### src/rtl/ulm_pkg.sv
// Package: offsets, field positions, reset values and carriers of the line and modem status block
`default_nettype none

package ulm_pkg;

  // ==========================================================================
  // Register port
  // ==========================================================================
  localparam int ADDR_W = 3;
  localparam int DATA_W = 8;
  localparam logic [ADDR_W-1:0] OFS_RX_DATA = 3'h0;
  localparam logic [ADDR_W-1:0] OFS_LINE_STATE = 3'h5;
  localparam logic [ADDR_W-1:0] OFS_MODEM_STATE = 3'h6;
  localparam logic [ADDR_W-1:0] OFS_BYTE_A = 3'h7;

  // ==========================================================================
  // Field positions
  // ==========================================================================
  localparam int LINE_DR_BIT = 0;
  localparam int LINE_OE_BIT = 1;
  localparam int LINE_PE_BIT = 2;
  localparam int LINE_FE_BIT = 3;
  localparam int CHG_CTS_BIT = 0;
  localparam int CHG_DSR_BIT = 1;
  localparam int CHG_RING_BIT = 2;
  localparam int CHG_CARRIER_BIT = 3;
  localparam int MODEM_CTS_BIT = 4;
  localparam int MODEM_DSR_BIT = 5;
  localparam int MODEM_RING_BIT = 6;
  localparam int MODEM_CARRIER_BIT = 7;

  // ==========================================================================
  // Reset values
  // ==========================================================================
  localparam logic [DATA_W-1:0] RST_LINE_STATE = 8'h00;
  localparam logic [DATA_W-1:0] RST_MODEM_STATE = 8'h00;
  localparam logic [DATA_W-1:0] RST_BYTE_A = 8'h00;
  localparam logic [DATA_W-1:0] RD_IDLE = 8'h00;

  // Modem inputs have no pins: tied to their inactive (high) level
  // Order: carrier_in_n, ring_in_n, set_ready_in_n, clear_to_tx_in_n
  localparam logic [3:0] MODEM_IN_N_TIED = 4'hF;

  // ==========================================================================
  // Carriers
  // ==========================================================================
  typedef struct packed {
    logic [7:0] data;
    logic parity_en;
    logic parity_bit;
    logic stop_bit;
    logic brk;
  } ulm_rx_char_type;

  typedef struct packed {
    logic brk;
    logic fe;
    logic pe;
    logic [7:0] data;
  } ulm_entry_type;

  typedef struct packed {
    logic [2:0] unused;
    logic loop;
    logic general_out_b;
    logic general_out_a;
    logic request_tx_ctl;
    logic terminal_ready;
  } ulm_modem_ctl_type;

  localparam int ENTRY_W = $bits(ulm_entry_type);

endpackage

`default_nettype wire

### src/rtl/ulm_fifo_mem.sv
// Receive storage: one write port, registered read with write bypass
`timescale 1ns/10ps
`default_nettype none

module ulm_fifo_mem #(
  parameter int WIDTH = 11,
  parameter int DEPTH = 16,
  parameter int AW = 4
) (
  // Clock and reset
  input wire logic i_clk,
  input wire logic i_srst,
  // Write port
  input wire logic i_we,
  input wire logic [AW-1:0] i_waddr,
  input wire logic [WIDTH-1:0] i_wdata,
  // Read port
  input wire logic [AW-1:0] i_raddr,
  output logic [WIDTH-1:0] o_rdata
);

  logic [WIDTH-1:0] mem_q [DEPTH];

  // ==========================================================================
  // Storage
  // ==========================================================================
  always_ff @(posedge i_clk)
  begin
    if (i_we)
    begin
      mem_q[i_waddr] <= i_wdata;
    end
  end

  // Bypass so a word written into the next head shows without a stale cycle
  always_ff @(posedge i_clk)
  begin
    if (i_srst)
    begin
      o_rdata <= '0;
    end
    else if (i_we && (i_waddr == i_raddr))
    begin
      o_rdata <= i_wdata;
    end
    else
    begin
      o_rdata <= mem_q[i_raddr];
    end
  end

endmodule // ulm_fifo_mem

`default_nettype wire

### src/rtl/ulm_line_modem_status.sv
// Line status flags, modem line state, byte_a byte and receive FIFO of a serial port
//
// Behaviour
// - Stop bit low sets framing flag; read clears
// - FIFO errors reported when character reaches head
// - After framing error, receiver resyncs on low
// - Wrong even/odd parity sets parity flag
// - Unread buffer overwritten sets overrun at once
// - FIFO overrun only when full; character dropped
// - Data ready until all received data read
// - Bit 7 inverse carrier, loopback general_out_b
// - Bit 6 inverse ring, loopback general_out_a
// - Bit 5 inverse set-ready, loopback terminal-ready
// - Bit 4 inverse clear-to-send, loopback request
// - Modem control bit 4 selects loopback
// - Carrier change sets bit 3
// - Ring input low-to-high sets bit 2
// - Set-ready change sets bit 1; read clears
// - Clear-to-send change sets bit 0; read clears
// - Any change bit raises modem interrupt
// - Modem lines have no pins; loopback only
// - Byte_a byte read/write, reset zero
`timescale 1ns/10ps
`default_nettype none

module ulm_line_modem_status #(
  parameter int FIFO_DEPTH = 16
) (
  // Clock and reset
  input wire logic i_clk,
  input wire logic i_srst,
  // Register port
  input wire logic [ulm_pkg::ADDR_W-1:0] i_addr,
  input wire logic [ulm_pkg::DATA_W-1:0] i_wr_data,
  input wire logic i_wr_stb,
  input wire logic i_rd_stb,
  output logic [ulm_pkg::DATA_W-1:0] o_rd_data,
  // Receiver side
  input wire logic i_rx_valid,
  input wire ulm_pkg::ulm_rx_char_type i_rx_char,
  output logic o_rx_resync,
  // Line and modem control settings
  input wire logic i_fifo_mode,
  input wire logic i_even_parity,
  input wire ulm_pkg::ulm_modem_ctl_type i_modem_ctl,
  // Status
  output logic o_data_ready,
  output logic o_modem_irq
);

  localparam int AW = (FIFO_DEPTH > 1) ? $clog2(FIFO_DEPTH) : 1;
  localparam int CW = AW + 1;
  localparam logic [CW-1:0] FULL_COUNT = CW'(FIFO_DEPTH);
  localparam logic [AW-1:0] LAST_PTR = AW'(FIFO_DEPTH - 1);

  // ==========================================================================
  // Helpers
  // ==========================================================================
  function automatic logic [AW-1:0] ptr_inc(input logic [AW-1:0] p);
    ptr_inc = (p == LAST_PTR) ? '0 : AW'(p + 1'b1);
  endfunction

  function automatic logic parity_bad(input ulm_pkg::ulm_rx_char_type c, input logic even);
    parity_bad = c.parity_en && ((^c.data ^ c.parity_bit) ^ ~even);
  endfunction

  // ==========================================================================
  // Decode
  // ==========================================================================
  logic rd_rx;
  logic rd_line;
  logic rd_modem;
  logic wr_pad;
  assign rd_rx = i_rd_stb && (i_addr == ulm_pkg::OFS_RX_DATA);
  assign rd_line = i_rd_stb && (i_addr == ulm_pkg::OFS_LINE_STATE);
  assign rd_modem = i_rd_stb && (i_addr == ulm_pkg::OFS_MODEM_STATE);
  assign wr_pad = i_wr_stb && (i_addr == ulm_pkg::OFS_BYTE_A);

  ulm_pkg::ulm_entry_type entry_in;
  always_comb
  begin
    entry_in.data = i_rx_char.data;
    entry_in.pe = parity_bad(i_rx_char, i_even_parity);
    entry_in.fe = ~i_rx_char.stop_bit;
    entry_in.brk = i_rx_char.brk;
  end

  // ==========================================================================
  // Receive FIFO
  // ==========================================================================
  logic [CW-1:0] count_q;
  logic [CW-1:0] count_d;
  logic [AW-1:0] wr_ptr_q;
  logic [AW-1:0] rd_ptr_q;
  logic [AW-1:0] rd_ptr_d;
  logic fifo_full;
  logic fifo_push;
  logic fifo_pop;
  logic fifo_overrun;
  logic head_fresh_q;
  ulm_pkg::ulm_entry_type head;

  assign fifo_full = (count_q == FULL_COUNT);
  assign fifo_pop = rd_rx && i_fifo_mode && (count_q != '0);
  // Character in the shift register is lost, not stored
  assign fifo_push = i_rx_valid && i_fifo_mode && (!fifo_full || fifo_pop);
  assign fifo_overrun = i_rx_valid && i_fifo_mode && fifo_full && !fifo_pop;
  assign rd_ptr_d = fifo_pop ? ptr_inc(rd_ptr_q) : rd_ptr_q;

  always_comb
  begin
    count_d = count_q;
    if (fifo_push && !fifo_pop)
    begin
      count_d = CW'(count_q + 1'b1);
    end
    else if (fifo_pop && !fifo_push)
    begin
      count_d = CW'(count_q - 1'b1);
    end
  end

  // Switching mode leaves stale entries; software flushes by reading them out
  always_ff @(posedge i_clk)
  begin
    if (i_srst)
    begin
      count_q <= '0;
      wr_ptr_q <= '0;
      rd_ptr_q <= '0;
    end
    else
    begin
      count_q <= count_d;
      rd_ptr_q <= rd_ptr_d;
      if (fifo_push)
      begin
        wr_ptr_q <= ptr_inc(wr_ptr_q);
      end
    end
  end

  // A new head appears after a push into empty or a pop with more behind
  always_ff @(posedge i_clk)
  begin
    if (i_srst)
    begin
      head_fresh_q <= 1'b0;
    end
    else
    begin
      head_fresh_q <= i_fifo_mode && (count_d != '0) && ((count_q == '0) || fifo_pop);
    end
  end

  ulm_fifo_mem #(
    .WIDTH(ulm_pkg::ENTRY_W),
    .DEPTH(FIFO_DEPTH),
    .AW(AW)
  ) u_mem (
    .i_clk(i_clk),
    .i_srst(i_srst),
    .i_we(fifo_push),
    .i_waddr(wr_ptr_q),
    .i_wdata(entry_in),
    .i_raddr(rd_ptr_d),
    .o_rdata(head)
  );

  // ==========================================================================
  // Single holding buffer outside FIFO mode
  // ==========================================================================
  ulm_pkg::ulm_entry_type hold_q;
  logic hold_full_q;
  logic hold_full_d;
  logic hold_push;
  logic hold_pop;
  logic hold_overrun;

  assign hold_push = i_rx_valid && !i_fifo_mode;
  assign hold_pop = rd_rx && !i_fifo_mode;
  assign hold_overrun = hold_push && hold_full_q && !hold_pop;
  assign hold_full_d = hold_push ? 1'b1 : (hold_pop ? 1'b0 : hold_full_q);

  always_ff @(posedge i_clk)
  begin
    if (i_srst)
    begin
      hold_q <= '0;
      hold_full_q <= 1'b0;
    end
    else
    begin
      hold_full_q <= hold_full_d;
      if (hold_push)
      begin
        hold_q <= entry_in;
      end
    end
  end

  // ==========================================================================
  // Line state flags
  // ==========================================================================
  logic fe_q;
  logic pe_q;
  logic oe_q;
  logic fe_set;
  logic pe_set;
  logic oe_set;
  logic dr_d;

  // FIFO mode reports errors with the head, not on arrival
  assign fe_set = i_fifo_mode ? (head_fresh_q && head.fe) : (hold_push && entry_in.fe);
  assign pe_set = i_fifo_mode ? (head_fresh_q && head.pe) : (hold_push && entry_in.pe);
  assign oe_set = hold_overrun || fifo_overrun;
  assign dr_d = i_fifo_mode ? (count_d != '0) : hold_full_d;

  // Set wins over the clearing read so no event slips through
  always_ff @(posedge i_clk)
  begin
    if (i_srst)
    begin
      fe_q <= ulm_pkg::RST_LINE_STATE[ulm_pkg::LINE_FE_BIT];
      pe_q <= ulm_pkg::RST_LINE_STATE[ulm_pkg::LINE_PE_BIT];
      oe_q <= ulm_pkg::RST_LINE_STATE[ulm_pkg::LINE_OE_BIT];
      o_data_ready <= ulm_pkg::RST_LINE_STATE[ulm_pkg::LINE_DR_BIT];
    end
    else
    begin
      fe_q <= fe_set || (fe_q && !rd_line);
      pe_q <= pe_set || (pe_q && !rd_line);
      oe_q <= oe_set || (oe_q && !rd_line);
      o_data_ready <= dr_d;
    end
  end

  // Receiver restarts on the low level it saw as a stop bit
  always_ff @(posedge i_clk)
  begin
    if (i_srst)
    begin
      o_rx_resync <= 1'b0;
    end
    else
    begin
      o_rx_resync <= i_rx_valid && entry_in.fe;
    end
  end

  // ==========================================================================
  // Modem line state
  // ==========================================================================
  logic [3:0] lines_q;
  logic [3:0] lines_d;
  logic [3:0] delta_q;
  logic [3:0] delta_set;
  logic [3:0] delta_d;

  // No modem pins exist, so outside loopback the lines read inactive
  always_comb
  begin
    if (i_modem_ctl.loop)
    begin
      lines_d = {i_modem_ctl.general_out_b,
                 i_modem_ctl.general_out_a,
                 i_modem_ctl.terminal_ready,
                 i_modem_ctl.request_tx_ctl};
    end
    else
    begin
      lines_d = ~ulm_pkg::MODEM_IN_N_TIED;
    end
  end

  always_comb
  begin
    delta_set = '0;
    delta_set[3] = lines_d[3] != lines_q[3];
    delta_set[2] = lines_q[2] && !lines_d[2];
    delta_set[1] = lines_d[1] != lines_q[1];
    delta_set[0] = lines_d[0] != lines_q[0];
    delta_d = delta_set | (delta_q & {4{!rd_modem}});
  end

  always_ff @(posedge i_clk)
  begin
    if (i_srst)
    begin
      lines_q <= ulm_pkg::RST_MODEM_STATE[ulm_pkg::MODEM_CARRIER_BIT:ulm_pkg::MODEM_CTS_BIT];
      delta_q <= ulm_pkg::RST_MODEM_STATE[ulm_pkg::CHG_CARRIER_BIT:ulm_pkg::CHG_CTS_BIT];
      o_modem_irq <= 1'b0;
    end
    else
    begin
      lines_q <= lines_d;
      delta_q <= delta_d;
      o_modem_irq <= |delta_d;
    end
  end

  // ==========================================================================
  // Byte_a byte and read data
  // ==========================================================================
  logic [ulm_pkg::DATA_W-1:0] byte_a_q;
  logic [ulm_pkg::DATA_W-1:0] line_val;
  logic [ulm_pkg::DATA_W-1:0] rd_d;

  always_ff @(posedge i_clk)
  begin
    if (i_srst)
    begin
      byte_a_q <= ulm_pkg::RST_BYTE_A;
    end
    else if (wr_pad)
    begin
      byte_a_q <= i_wr_data;
    end
  end

  always_comb
  begin
    line_val = '0;
    line_val[ulm_pkg::LINE_DR_BIT] = o_data_ready;
    line_val[ulm_pkg::LINE_OE_BIT] = oe_q;
    line_val[ulm_pkg::LINE_PE_BIT] = pe_q;
    line_val[ulm_pkg::LINE_FE_BIT] = fe_q;
    rd_d = ulm_pkg::RD_IDLE;
    if (i_rd_stb)
    begin
      case (i_addr)
        ulm_pkg::OFS_RX_DATA: rd_d = i_fifo_mode ? head.data : hold_q.data;
        ulm_pkg::OFS_LINE_STATE: rd_d = line_val;
        ulm_pkg::OFS_MODEM_STATE: rd_d = {lines_q, delta_q};
        ulm_pkg::OFS_BYTE_A: rd_d = byte_a_q;
        default: rd_d = ulm_pkg::RD_IDLE;
      endcase
    end
  end

  always_ff @(posedge i_clk)
  begin
    if (i_srst)
    begin
      o_rd_data <= ulm_pkg::RD_IDLE;
    end
    else
    begin
      o_rd_data <= rd_d;
    end
  end
endmodule // ulm_line_modem_status

`default_nettype wire

### config.mk
export PLATFORM = sky130hd
export DESIGN_NAME = ulm_line_modem_status
export DESIGN_NICKNAME = d
export VERILOG_FILES = /design/src/rtl/ulm_pkg.sv /design/src/rtl/ulm_fifo_mem.sv /design/src/rtl/ulm_line_modem_status.sv
export SDC_FILE = /design/constraint.sdc
export NUM_CORES = 1
export LEC_CHECK = 0
export BUFFER_PORTS_ARGS = -buffer_cell sky130_fd_sc_hd__buf_2
export CORE_UTILIZATION = 45
export CTS_CLUSTER_SIZE = 10
export DETAILED_ROUTE_END_ITERATION = 8
export PLACE_DENSITY = 0.65
export SYNTH_ARGS = -nofsm -noshare
export SYNTH_HDL_FRONTEND = slang
export SYNTH_SLANG_ARGS = --single-unit
### constraint.sdc
create_clock -name i_clk -period 6.4 [get_ports i_clk]
set_clock_uncertainty 0.15 [all_clocks]
set_input_delay 1.28 -clock i_clk [delete_from_list [all_inputs] [get_ports i_clk]]
set_output_delay 1.28 -clock i_clk [all_outputs]
set_load 0.03 [all_outputs]
==> impl_metrics.ini, run 1 <==
[status]
status = complete, no violations

[grt]
grt_pass1_wl_um = 34200
grt.total_usage = 0.204
grt_pass1_vias = 5937
antenna_found_initial = 0
grt_util_met2 = 0.308
top_usage_layer = met2
grt_max_degree = 73
use_met1 = 0.297
grt.met3_usage = 0.0298
grt-ovfl-total = 0

[clock_network]
cts_tree = yes
clkTransAtPathRegs_ns = 0.05
root_buffer = clkbuf_16
htreeDepth = 1
clock_sinks = 223
post_cts_buffers = 0
worstSkewPairLatency_ns = 0.53
post_cts_resized = 0
clk_path_buf_depth = 3
hold_buffers = 0
numCtsBuffers = 26

[floorplanning]
io_pins = 49
die_y_um = 148
die-area_sq_um = 22000
core_sq_um = 21000
initial_core_util = 0.459
die_w_um = 148
num_rows = 53

[sta]
fmaxAchievable_ghz = 0.238
hold_viol = 0
hold_slack_ns = 0.304
slew_headroom = 0.211
rsz0062_at_grt = no
final-setup-viol-count = 0
worstMarginPinSlew_ns = 1.18
fin_setup_tns_ns = 0
finalCritPeriodShare = 0.656
slew_violations = 0
setup_ws_ns = 2.20
fin_crit_ns = 4.20

[setup_path]
crit_type = in2reg
end_kind = flop
cp_max_fo = 38
required_ns = 6.59
arrival_ns = 4.39
critPathLaunchType = input port

[pwr]
p_leak_nw = 3.65
power.density_nw_per_um2 = 289
max-vdd-ir-drop_mv = 0.197

[placement]
post-place-cells = 1059
hpwl_um = 13000
io_buffers = 44
post-place-ws_ns = 1.68
place_congestion = 0.880

[layout]
drive_gt1_frac = 0.128
nFillCells = 1831
final_common_cell = edfxtp_1
stdcell_count = 1104
most-common-layout-cells = edfxtp_1 (160), nand2_1 (96), dfxtp_1 (63)
n_antenna_cell = 0
syn_to_final_growth_pct = 12.0
final_util = 0.515
layout.nets = 858

[route]
wire_per_inst_um = 19.9
dr.pass1.iters = 5
final_antenna_net_count = 0
viasPerCell = 5.72
vias = 6310
drtIter0Drc = 523
drt_wl_total_um = 22000
drc = 0

[yosys]
synth_seq_cells = 223
synth_top_area_frac = 0.498
synth_edf_count = 160
ys_top_cells_by_area = edfxtp_1 (50%), dfxtp_1 (13%), nand2_1 (3.7%)
synth_top_area_cell = edfxtp_1
syn_nets = 829
avgSynthCellArea_sq_um = 12.3
yosysWarnings = 0
async_flop_share = 0
synth_cell_types = 66
synth-main-ff-cell = edfxtp_1
syn_area_sq_um = 9650
ys_seq_area_frac = 0.628
synthCells = 783

[run]
cap_violations = 0

[hold_path]
hold_class = reg2reg
Yosys cell counts, types with 7 or more instances:
cell type and n:
a211oi_1 30, a21boi_0 25, a21boi_1 7, a21oi_1 37, a22oi_1 16, a311oi_1 21
a32o_1 16, and3_1 39, buf_2 21, buf_4 8, clkbuf_1 22, dfxtp_1 63
edfxtp_1 160, ha_1 8, inv_1 7, mux2i_1 10, nand2_1 96, nor2_1 60
nor3_1 7, o21ai_1 9, o32ai_1 17, xnor2_1 17
routing by layer:
| metal | up-vias | wire, um |
|---|---|---|
| li1 | 3049 | - |
| met1 | 3084 | 10400 |
| met2 | 137 | 9810 |
| met3 | 40 | 1020 |
| met4 | 0 | 761 |
| met5 | - | 0 |
per-stage QoR:
stage | total power, mW | instance area (sq um)
after floorplan | 1.76 | 9650
after global placement | 1.82 | 10100
after detailed placement | 1.83 | 10100
after CTS | 3.15 | 10800
after global routing | 3.24 | 10800
final | 3.13 | 10800
area by class of cell:
class / count / area [sq um] / share of cell area
inverter: 7 / 26.3 / 0.00243
sequential: 223 / 6070 / 0.561
clock inverter: 1 / 16.3 / 0.00150
clock buffer: 44 / 749 / 0.0693
timing repair buffer: 58 / 338 / 0.0312
multi-input combinational: 496 / 3280 / 0.303
tap: 275 / 344 / 0.0318
power by group:
group | switching (mW) | internal [mW]
clock network | 0.541 | 0.789
logic | 0.131 | 0.0702
registers | 0.0141 | 1.58
total | 0.686 | 2.44
worst max-delay path, cell delays in order:
cell	delay [ns]
buf_2	0.13
or3_1	0.69
o31ai_4	0.33
buf_4	0.44
nand2_2	0.40
o32ai_1	0.54
a22oi_1	0.25
o21ai_1	0.19
a211oi_1	0.11
flip-flops by register name, summed over array words and instances, names as in the netlist:
register and flops:
byte_a_q 8, count_q 5, delta_q 4, fe_q 1, head_fresh_q 1, hold_full_q 1
hold_q 8, lines_q 4, o_data_ready 1, o_modem_irq 1, o_rd_data 8, o_rx_resync 1
oe_q 1, pe_q 1, rd_ptr_q 4, u_mem.mem_q 160, u_mem.o_rdata 10, wr_ptr_q 4
worst paths after layout:
path,startpoint,to,slack [ns],cells past startpoint
worst max-delay path,i_addr[2],u_mem.o_rdata[4]$_SDFF_PP0_,2.20,9
worst max register to register,count_q[0]$_SDFF_PP0_,u_mem.o_rdata[4]$_SDFF_PP0_,2.64,10
worst min-delay path,hold_q[1]$_SDFFE_PP0P_,hold_q[1]$_SDFFE_PP0P_,0.30,2
worst min register to register,hold_q[1]$_SDFFE_PP0P_,hold_q[1]$_SDFFE_PP0P_,0.30,2
cells by family (layout without fill, tap and decap cells):
family                   count (synthesis)  in the layout  share of synthesized area
AO/OA/AOI/OAI                          207            207                      0.163
flip-flops                             223            223                      0.628
AND/OR/NAND/NOR                        245            245                      0.124
adder cells (fa/ha/maj)                  8              8                     0.0104
XOR/XNOR                                22             22                     0.0219
multiplexers                            14             14                     0.0185
buffers and inverters                   64            110                     0.0340
Note: power is estimated with default switching activity, not from simulation.
==> run 2, diff against run 1 <==
PLACE_DENSITY = 0.67   (was 0.65)
clock period = 3.6 ns   (was 6.4 ns; I/O delays follow)
==> run 2 against run 1 <==
  * Total power up 79%
  * Sequential share of layout area down 1.9 points
  * Worst hold slack worse by 0.015 ns
  * Combinational power up 90%
  * Via count up 2.7%
  * First-iteration DRC count down 16%
  * Setup slack worse by 2.0 ns
  * Cell area up 3.4%
  * Count of clock-buffer cells in the layout down 1
  * Non-clock buffer count up 45
  * Critical path type is now reg2reg
  * Largest cell class unchanged
  * Largest power group unchanged
==> impl_metrics.ini, run 2 (synthesis gave the netlist of run 1 again) <==
[clock_network]
clock_sinks = 223
root_buffer = clkbuf_16
clkTransAtPathRegs_ns = 0.05
htreeDepth = 1
clk_path_buf_depth = 3
numCtsBuffers = 26
cts_tree = yes
worstSkewPairLatency_ns = 0.52

[layout]
syn_to_final_growth_pct = 15.9
top_register = u_mem.mem_q
layout.nets = 903
final_cell_area_sq_um = 11200
largest_register_ffs = 160
reg.largest.list = u_mem.mem_q (160), u_mem.o_rdata (10)
seq_area_sq_um = 6070
stdcell_count = 1149
nFillCells = 1791
most-common-layout-cells = edfxtp_1 (160), nand2_1 (96), dfxtp_1 (63)
multi_input_area_sq_um = 3280
n_antenna_cell = 0
final_util = 0.532
drive_gt1_frac = 0.174
final_common_cell = edfxtp_1

[setup_path]
critPathLaunchType = flop
crit_type = reg2reg
cp_max_fo = 73
required_ns = 3.88
end_kind = flop
arrival_ns = 3.63

[placement]
post-place-cells = 1103
io_buffers = 44
hpwl_um = 14000
dpl_cell_area_sq_um = 10400
place_congestion = 0.821

[route]
dr.pass1.iters = 5
viasPerCell = 5.64
drtIter0Drc = 437
drt_wl_total_um = 22000
drc = 0
vias = 6483
final_antenna_net_count = 0
wire_per_inst_um = 19.1

[grt]
grt_pass1_wl_um = 34100
antenna_found_initial = 0
grt.total_usage = 0.203
grt_pass1_vias = 6289
grt-ovfl-total = 0
grt_max_degree = 74

[hold_path]
hold_class = in2reg

[run]
cap_violations = 0

[sta]
fmaxAchievable_ghz = 0.298
fin_setup_tns_ns = 0
fin_crit_ns = 3.36
rsz0062_at_grt = no
finalCritPeriodShare = 0.932
hold_slack_ns = 0.289
slew_violations = 0
hold_viol = 0
slew_headroom = 0.471
worstMarginPinSlew_ns = 0.792
final-setup-viol-count = 0

[floorplanning]
io_pins = 49
die_y_um = 148
num_rows = 53
die_w_um = 148
initial_core_util = 0.459
core_sq_um = 21000
die-area_sq_um = 22000

[status]
status = complete, no violations

[pwr]
power.density_nw_per_um2 = 500
p_leak_nw = 3.89
max-vdd-ir-drop_mv = 0.291
run 2: final cells by class:
cell class,instances,area share
sequential,223,0.542
multi-input combinational,496,0.293
clock buffer,43,0.0648
timing repair buffer,103,0.0626
tap,275,0.0308
clock inverter,2,0.00414
inverter,7,0.00235
run 2: worst paths after layout:
check                          from                     endpoint  slack (ns)  depth (start not counted)
max           count_q[0]$_SDFF_PP0_  u_mem.o_rdata[1]$_SDFF_PP0_        0.24                         10
min reg2reg  hold_q[1]$_SDFFE_PP0P_       hold_q[1]$_SDFFE_PP0P_        0.31                          2
min                    i_wr_data[1]     byte_a_q[1]$_SDFFE_PP0P_        0.29                          3
max reg2reg   count_q[0]$_SDFF_PP0_  u_mem.o_rdata[1]$_SDFF_PP0_        0.24                         10
run 2: power by group:
group / internal [mW] / leakage, nW / switching, mW
clock network: 1.43 / 0.368 / 0.942
logic: 0.143 / 1.57 / 0.239
registers: 2.81 / 1.96 / 0.0257
total: 4.39 / 3.89 / 1.21
run 2: routing by layer:
metal,wire length [um],GRT usage,share of wire
met1,9980,0.280,0.45
met2,10300,0.327,0.47
met3,1100,0.0282,0.050
met4,601,0.0711,0.027
met5,0,0,0
run 2: timing repair:
action                                  CTS  global route
hold buffers                              0             0
hold endpoints to repair                  0             0
gates resized for setup                   0             1
endpoints found under the setup margin    0             6
setup buffers                             0             1
run 2: per-stage QoR:
step / power [mW] / setup WS [ns]
floorplan: 3.12 / 0.440
global placement: 3.26 / 0.0199
detailed placement: 3.27 / -0.0382
CTS: 5.63 / 0.188
global route: 5.78 / 0.0415
finish: 5.59 / 0.245
run 2: worst max-delay path, cell delays in order (launching register included):
cell and delay (ns):
dfxtp_1 0.35, inv_1 0.12, ha_1 0.23, or4b_1 0.63
nand4_4 0.19, buf_12 0.26, o21a_1 0.20, o22ai_4 0.21
a311oi_1 0.51, o21ai_1 0.14, a211oi_1 0.26
